<file path="src/hw/rpm_pkg.sv">
package rpm_pkg;

    // sizes
    localparam int unsigned NUM_PINS  = 8;
    localparam int unsigned SEL_W     = 6;
    localparam int unsigned PIN_IDX_W = 3;

    // reset value of every select field
    localparam logic [SEL_W-1:0] SEL_RESET = 6'h00;

    // select codes
    localparam logic [SEL_W-1:0] SEL_PORT        = 6'h00;
    localparam logic [SEL_W-1:0] SEL_UART_A_TX   = 6'h01;
    localparam logic [SEL_W-1:0] SEL_UART_B_TX   = 6'h03;
    localparam logic [SEL_W-1:0] SEL_SPI_B_DATA  = 6'h08;
    localparam logic [SEL_W-1:0] SEL_SPI_B_CLK   = 6'h09;
    localparam logic [SEL_W-1:0] SEL_SPI_B_SS    = 6'h0a;
    localparam logic [SEL_W-1:0] SEL_CAN_A_TX    = 6'h0e;
    localparam logic [SEL_W-1:0] SEL_CMP_OUT_A   = 6'h10;
    localparam logic [SEL_W-1:0] SEL_CMP_OUT_B   = 6'h11;
    localparam logic [SEL_W-1:0] SEL_CMP_OUT_C   = 6'h12;
    localparam logic [SEL_W-1:0] SEL_CMP_OUT_D   = 6'h13;
    localparam logic [SEL_W-1:0] SEL_CMPTR_A     = 6'h18;
    localparam logic [SEL_W-1:0] SEL_CMPTR_B     = 6'h19;
    localparam logic [SEL_W-1:0] SEL_CMPTR_C     = 6'h1a;
    localparam logic [SEL_W-1:0] SEL_PWM_SYNC    = 6'h2d;
    localparam logic [SEL_W-1:0] SEL_ENC_CMP     = 6'h2f;
    localparam logic [SEL_W-1:0] SEL_REF_CLK     = 6'h31;
    localparam logic [SEL_W-1:0] SEL_CMPTR_D     = 6'h32;

    // peripheral outputs feeding the matrix
    typedef struct packed {
        logic uart_a_transmit;
        logic uart_b_transmit;
        logic spi_b_data_out;
        logic spi_b_clock_out;
        logic spi_b_slave_select;
        logic can_a_transmit;
        logic compare_out_a;
        logic compare_out_b;
        logic compare_out_c;
        logic compare_out_d;
        logic comparator_out_a;
        logic comparator_out_b;
        logic comparator_out_c;
        logic comparator_out_d;
        logic pwm_timebase_sync_out;
        logic encoder_counter_compare_out;
        logic reference_clock_out;
    } rpm_periph_t;

    // software write of one select field
    typedef struct packed {
        logic                 en;
        logic [PIN_IDX_W-1:0] pin;
        logic [SEL_W-1:0]     code;
    } rpm_sel_wr_t;

endpackage

</file>
<file path="src/hw/rpm_output_mux.sv">
module rpm_output_mux (
    input  wire logic                                      clk_i,
    input  wire logic                                      reset_n_i,
    input  wire rpm_pkg::rpm_sel_wr_t                      sel_wr_i,
    input  wire logic [rpm_pkg::PIN_IDX_W-1:0]             sel_rd_pin_i,
    input  wire rpm_pkg::rpm_periph_t                      periph_i,
    input  wire logic [rpm_pkg::NUM_PINS-1:0]              port_out_i,
    output logic      [rpm_pkg::NUM_PINS-1:0]              pin_out_o,
    output logic      [rpm_pkg::NUM_PINS-1:0]              pin_remapped_o,
    output logic      [rpm_pkg::SEL_W-1:0]                 sel_rdata_o
);
    import rpm_pkg::*;

    ////////////////////////////////////////////////////////////////////////////
    // decode of one select code; returns {routed, value}
    function automatic logic [1:0] route(input logic [SEL_W-1:0] code,
                                         input rpm_periph_t      p);
        logic [1:0] r;
        r = 2'h0;
        unique case (code)
            SEL_UART_A_TX:  r = {1'b1, p.uart_a_transmit};
            SEL_UART_B_TX:  r = {1'b1, p.uart_b_transmit};
            SEL_SPI_B_DATA: r = {1'b1, p.spi_b_data_out};
            SEL_SPI_B_CLK:  r = {1'b1, p.spi_b_clock_out};
            SEL_SPI_B_SS:   r = {1'b1, p.spi_b_slave_select};
            SEL_CAN_A_TX:   r = {1'b1, p.can_a_transmit};
            SEL_CMP_OUT_A:  r = {1'b1, p.compare_out_a};
            SEL_CMP_OUT_B:  r = {1'b1, p.compare_out_b};
            SEL_CMP_OUT_C:  r = {1'b1, p.compare_out_c};
            SEL_CMP_OUT_D:  r = {1'b1, p.compare_out_d};
            SEL_CMPTR_A:    r = {1'b1, p.comparator_out_a};
            SEL_CMPTR_B:    r = {1'b1, p.comparator_out_b};
            SEL_CMPTR_C:    r = {1'b1, p.comparator_out_c};
            SEL_CMPTR_D:    r = {1'b1, p.comparator_out_d};
            SEL_PWM_SYNC:   r = {1'b1, p.pwm_timebase_sync_out};
            SEL_ENC_CMP:    r = {1'b1, p.encoder_counter_compare_out};
            SEL_REF_CLK:    r = {1'b1, p.reference_clock_out};
            default:        r = 2'h0;  // port code and unassigned codes
        endcase
        return r;
    endfunction

    ////////////////////////////////////////////////////////////////////////////
    // select field storage, one 6-bit field per pin
    logic [SEL_W-1:0] sel_q [NUM_PINS];
    logic [SEL_W-1:0] sel_d [NUM_PINS];

    // writes touch only the addressed field; no cross-field checks
    always_comb begin
        for (int i = 0; i < NUM_PINS; i++) begin
            sel_d[i] = sel_q[i];
            if (sel_wr_i.en && (int'(sel_wr_i.pin) == i)) begin
                sel_d[i] = sel_wr_i.code;
            end
        end
    end

    always_ff @(posedge clk_i or negedge reset_n_i) begin
        if (!reset_n_i) begin
            for (int i = 0; i < NUM_PINS; i++) begin
                sel_q[i] <= SEL_RESET;
            end
        end else begin
            for (int i = 0; i < NUM_PINS; i++) begin
                sel_q[i] <= sel_d[i];
            end
        end
    end

    ////////////////////////////////////////////////////////////////////////////
    // per-pin output mux, registered so pins see no decode glitches
    logic [NUM_PINS-1:0] pin_out_d;
    logic [NUM_PINS-1:0] pin_remapped_d;
    logic [SEL_W-1:0]    sel_rdata_d;

    always_comb begin
        logic [1:0] r;
        r = 2'h0;
        for (int i = 0; i < NUM_PINS; i++) begin
            r                 = route(sel_q[i], periph_i);
            pin_remapped_d[i] = r[1];
            pin_out_d[i]      = r[1] ? r[0] : port_out_i[i];
        end
        sel_rdata_d = sel_q[sel_rd_pin_i];
    end

    // one cycle latency from field or source to pin is the price of clean outputs
    always_ff @(posedge clk_i or negedge reset_n_i) begin
        if (!reset_n_i) begin
            pin_out_o      <= '0;
            pin_remapped_o <= '0;
            sel_rdata_o    <= SEL_RESET;
        end else begin
            pin_out_o      <= pin_out_d;
            pin_remapped_o <= pin_remapped_d;
            sel_rdata_o    <= sel_rdata_d;
        end
    end
endmodule

</file>
<file path="config.mk">
export PLATFORM = sky130hd
export DESIGN_NAME = rpm_output_mux
export DESIGN_NICKNAME = d
export VERILOG_FILES = /design/src/hw/rpm_pkg.sv /design/src/hw/rpm_output_mux.sv
export SDC_FILE = /design/constraint.sdc
export NUM_CORES = 1
export LEC_CHECK = 0
export ABC_CLOCK_PERIOD_IN_PS = 1900
export BUFFER_PORTS_ARGS = -buffer_cell sky130_fd_sc_hd__buf_2
export CORE_MARGIN = 5
export CORE_UTILIZATION = 25
export DETAILED_ROUTE_END_ITERATION = 7
export PLACE_DENSITY_LB_ADDON = 0.3
export SLEW_MARGIN = 15
export SYNTH_ARGS = -nofsm -noshare
export SYNTH_HDL_FRONTEND = slang
export SYNTH_SLANG_ARGS = --single-unit
</file>
<file path="constraint.sdc">
create_clock -name clk_i -period 1.9 [get_ports clk_i]
set_clock_uncertainty 0.2 [all_clocks]
set_input_delay 0.38 -clock clk_i [delete_from_list [all_inputs] [get_ports clk_i]]
set_output_delay 0.38 -clock clk_i [all_outputs]
set_load 0.05 [all_outputs]
</file>
==> results by group <==
Yosys
  – Seq/Total Area, Yosys: 0.3345
  – Async S/R FF share, synth: 1.000
  – Post-synth EDFFs: 0
  – Gate count after technology mapping: 528
  – Synth Warn #: 0
  – Syn avg cell area: 9.917 sq um
  – Distinct cells, synth: 62
  – Post-Synthesis Cell Area: 5236 sq um
  – Post-synthesis register bit count: 70
  – Main flop type after synthesis: dfrtp_1
  – Synthesized Nets: 568

Timing
  – Tightest hold margin: 0.06356 ns
  – Max Freq: 451.1 MHz
  – Fin. max-slew vios: 0
  – Max-slew headroom: 0.6551
  – Final worst-path cycle share: 1.167
  – Final worst slack: -0.3167 ns
  – RSZ-0062 raised after global routing: yes
  – Slew @ Worst Pin: 0.5134 ns
  – Setup violators final: 3
  – Tmin final: 2.217 ns
  – Final hold violations: 0

Layout
  – Post-layout nets: 700
  – Ant. Diodes: 0
  – Most frequent cells in the layout: 106 x buf_4, 61 x buf_2, 59 x mux2_2
  – Area occupied by multi-input gates: 3393 sq um
  – Register area: 1774 sq um
  – Utilization after layout: 0.3376
  – Area grow syn2layout: 34.27%
  – Fill cells: 2133
  – Most common cell after layout, fill and taps aside: buf_4
  – Fraction of layout cells with a size suffix above 1: 0.4910

Hold path
  – Min-Delay Path Class: input pin to flop
  – Hold Startpoint: port_out_i[7]

Die
  – Std-Cell Core Area: 20820 sq um
  – IO Pins: 62
  – Die Y: 154.7 um
  – Chip width: 154.7 um
  – Initial Util: 0.2515
  – Die area: 23940 sq um
  – FP Rows: 53

Place
  – Port bufs: 61
  – Gpl congestion: 0.8764
  – HPWL Detailed: 14040 um

GRT
  – Met1 global-route usage: 0.2153
  – Pin count of the biggest net entering global routing: 27
  – GRT Total Usage: 0.1611
  – Initial antenna violation count: 0
  – Top Usage Layer GRT: met2
  – First-pass GRT wire length: 29590 um
  – Total grt overflow: 0
  – GR Layer Usage met2: 0.2525
  – Grt met3 use: 0.03022
  – Vias in the first global route: 4903

Worst setup path
  – Crit Path Class: flop to flop
  – CP arrival: 2.25 ns
  – Worst r2r src: sel_q[47]$_DFFE_PN0P_
  – Crit Path Max Fanout: 12
  – Crit end category: flop
  – Crit path launch: sel_q[47]$_DFFE_PN0P_
  – Worst path required time: 1.93 ns
  – Startpoint Class: flop

Detailed routing
  – Post-DRT Antenna Nets: 0
  – First-pass DRT Iterations: 5
  – Final wirelength: 19620 um
  – Via density: 5.337
  – DRC violations left: 0
  – WL/cell: 20.89 um
  – Vias: 5011
  – DR iter-0 viols: 496

Clock network
  – CTS Buf Count: 9
  – Clock sinks: 70
  – H-tree levels: 3
  – Clock buffer depth: 2
  – CTS Root Cell: clkbuf_16
  – CTS tree: yes
  – Clock input transition at the sequential cells of the worst setup and hold paths: 0.06 ns
  – Clk_lat worst skew: 0.35 ns

Status
  – Outcome: finished, violations left
  – Violated checks: negative setup slack

Flow run
  – Max cap viols: 0

Power
  – Lkg Pwr: 2.914 nW
  – P per Cell Area: 1113 nW/um^2
  – Final Power: 7.823 mW
  – Worst vdd rail ir drop: 447.4 uV
-- metrics by stage --
step	TNS (ns)	cells	worst slack (ns)	area (sq um)
4_1_cts	-0.2516	923	-0.2516	6787
2_1_floorplan	-0.1631	528	-0.1631	5279
3_5_place_dp	-1.246	900	-0.2814	6400
5_1_grt	-0.6003	939	-0.3893	7030
6_report	-0.3267	939	-0.3167	7030
3_3_place_gp	-1.165	900	-0.2930	6400
-- cell families after synthesis --
| group | synth area share |
|---|---|
| buffers and inverters | 0.04874 |
| AOI/OAI and AO/OA | 0.1391 |
| and+or+nand+nor | 0.2141 |
| DFF | 0.3345 |
| muxes | 0.2619 |
| xor gates and xnor gates | 0.001673 |
-- layout make-up --
| cell class | instances | share of cell area |
|---|---|---|
| multi-input cells | 394 | 0.4826 |
| flip-flops and latches | 70 | 0.2524 |
| repair buffers | 177 | 0.1762 |
| well taps | 275 | 0.04894 |
| clock buffers | 13 | 0.03417 |
| inverters | 8 | 0.004271 |
| clock inverters | 2 | 0.001424 |
-- critical path, cell delays in order, from the launching register on --
cell and delay (ns):
dfrtp_1 0.39, buf_6 0.15, and4b_2 0.24, a32oi_2 0.21, o22ai_1 0.10, or4_1 0.54
mux2_4 0.27
-- power breakdown --
part	internal, mW	total, mW	switching [mW]
clock network	0.874	1.53	0.655
logic	1.80	3.91	2.11
registers	1.91	2.38	0.470
total	4.58	7.82	3.24
-- state kept, by name, indices dropped and copies added (netlist names) --
| name | flops |
|---|---|
| pin_out_o | 8 |
| pin_remapped_o | 8 |
| sel_q | 48 |
| sel_rdata_o | 6 |
-- synthesized netlist by cell type, types with 5 or more instances --
master,instances,area share
clkbuf_1,45,0.032
o211ai_1,7,0.010
nor2_1,22,0.016
dfrtp_1,70,0.33
mux2i_1,26,0.050
or3b_2,6,0.010
mux2_2,64,0.14
nor4_1,5,0.0060
inv_1,8,0.0057
nand3b_1,18,0.026
nor2b_1,6,0.0072
o22ai_1,9,0.011
a32oi_1,6,0.010
o2111ai_1,5,0.0084
nand3_1,8,0.0076
nor3b_1,9,0.013
nand4_1,7,0.0084
nand2_1,27,0.019
a21oi_1,12,0.011
mux4_2,16,0.069
o21ai_0,22,0.021
nor3_1,14,0.013
nand4b_1,7,0.012
a31oi_1,6,0.0072
nand2b_1,20,0.024
a211oi_1,5,0.0072
-- repair_timing --
item / in CTS / in global routing
setup buffers: 7 / 15
resized for setup: 19 / 43
pin swaps: 12 / 20
hold buffers: 1 / 0
gates cloned: 0 / 1
setup endpoints to repair: 6 / 9
hold endpoints to repair: 20 / 0
-- metal layers --
| metal | wire length, um | vias up |
|---|---|---|
| met4 | 774 | 0 |
| met2 | 9007 | 209 |
| li1 | - | 2286 |
| met5 | 0 | - |
| met3 | 1275 | 49 |
| met1 | 8557 | 2467 |
-- final timing paths --
path | end | slack [ns] | depth (start not counted)
setup reg to reg | pin_out_o[0]$_DFF_PN0_ | -0.32 | 6
hold / removal | pin_out_o[7]$_DFF_PN0_ | 0.06 | 2
max in group asynchronous | sel_q[25]$_DFFE_PN0P_ | 0.71 | 3
min in group asynchronous | pin_remapped_o[5]$_DFF_PN0_ | 0.31 | 2
hold reg to reg | sel_q[28]$_DFFE_PN0P_ | 0.37 | 1
setup / recovery | pin_out_o[0]$_DFF_PN0_ | -0.32 | 6
Power figures use the tool's default switching activity.
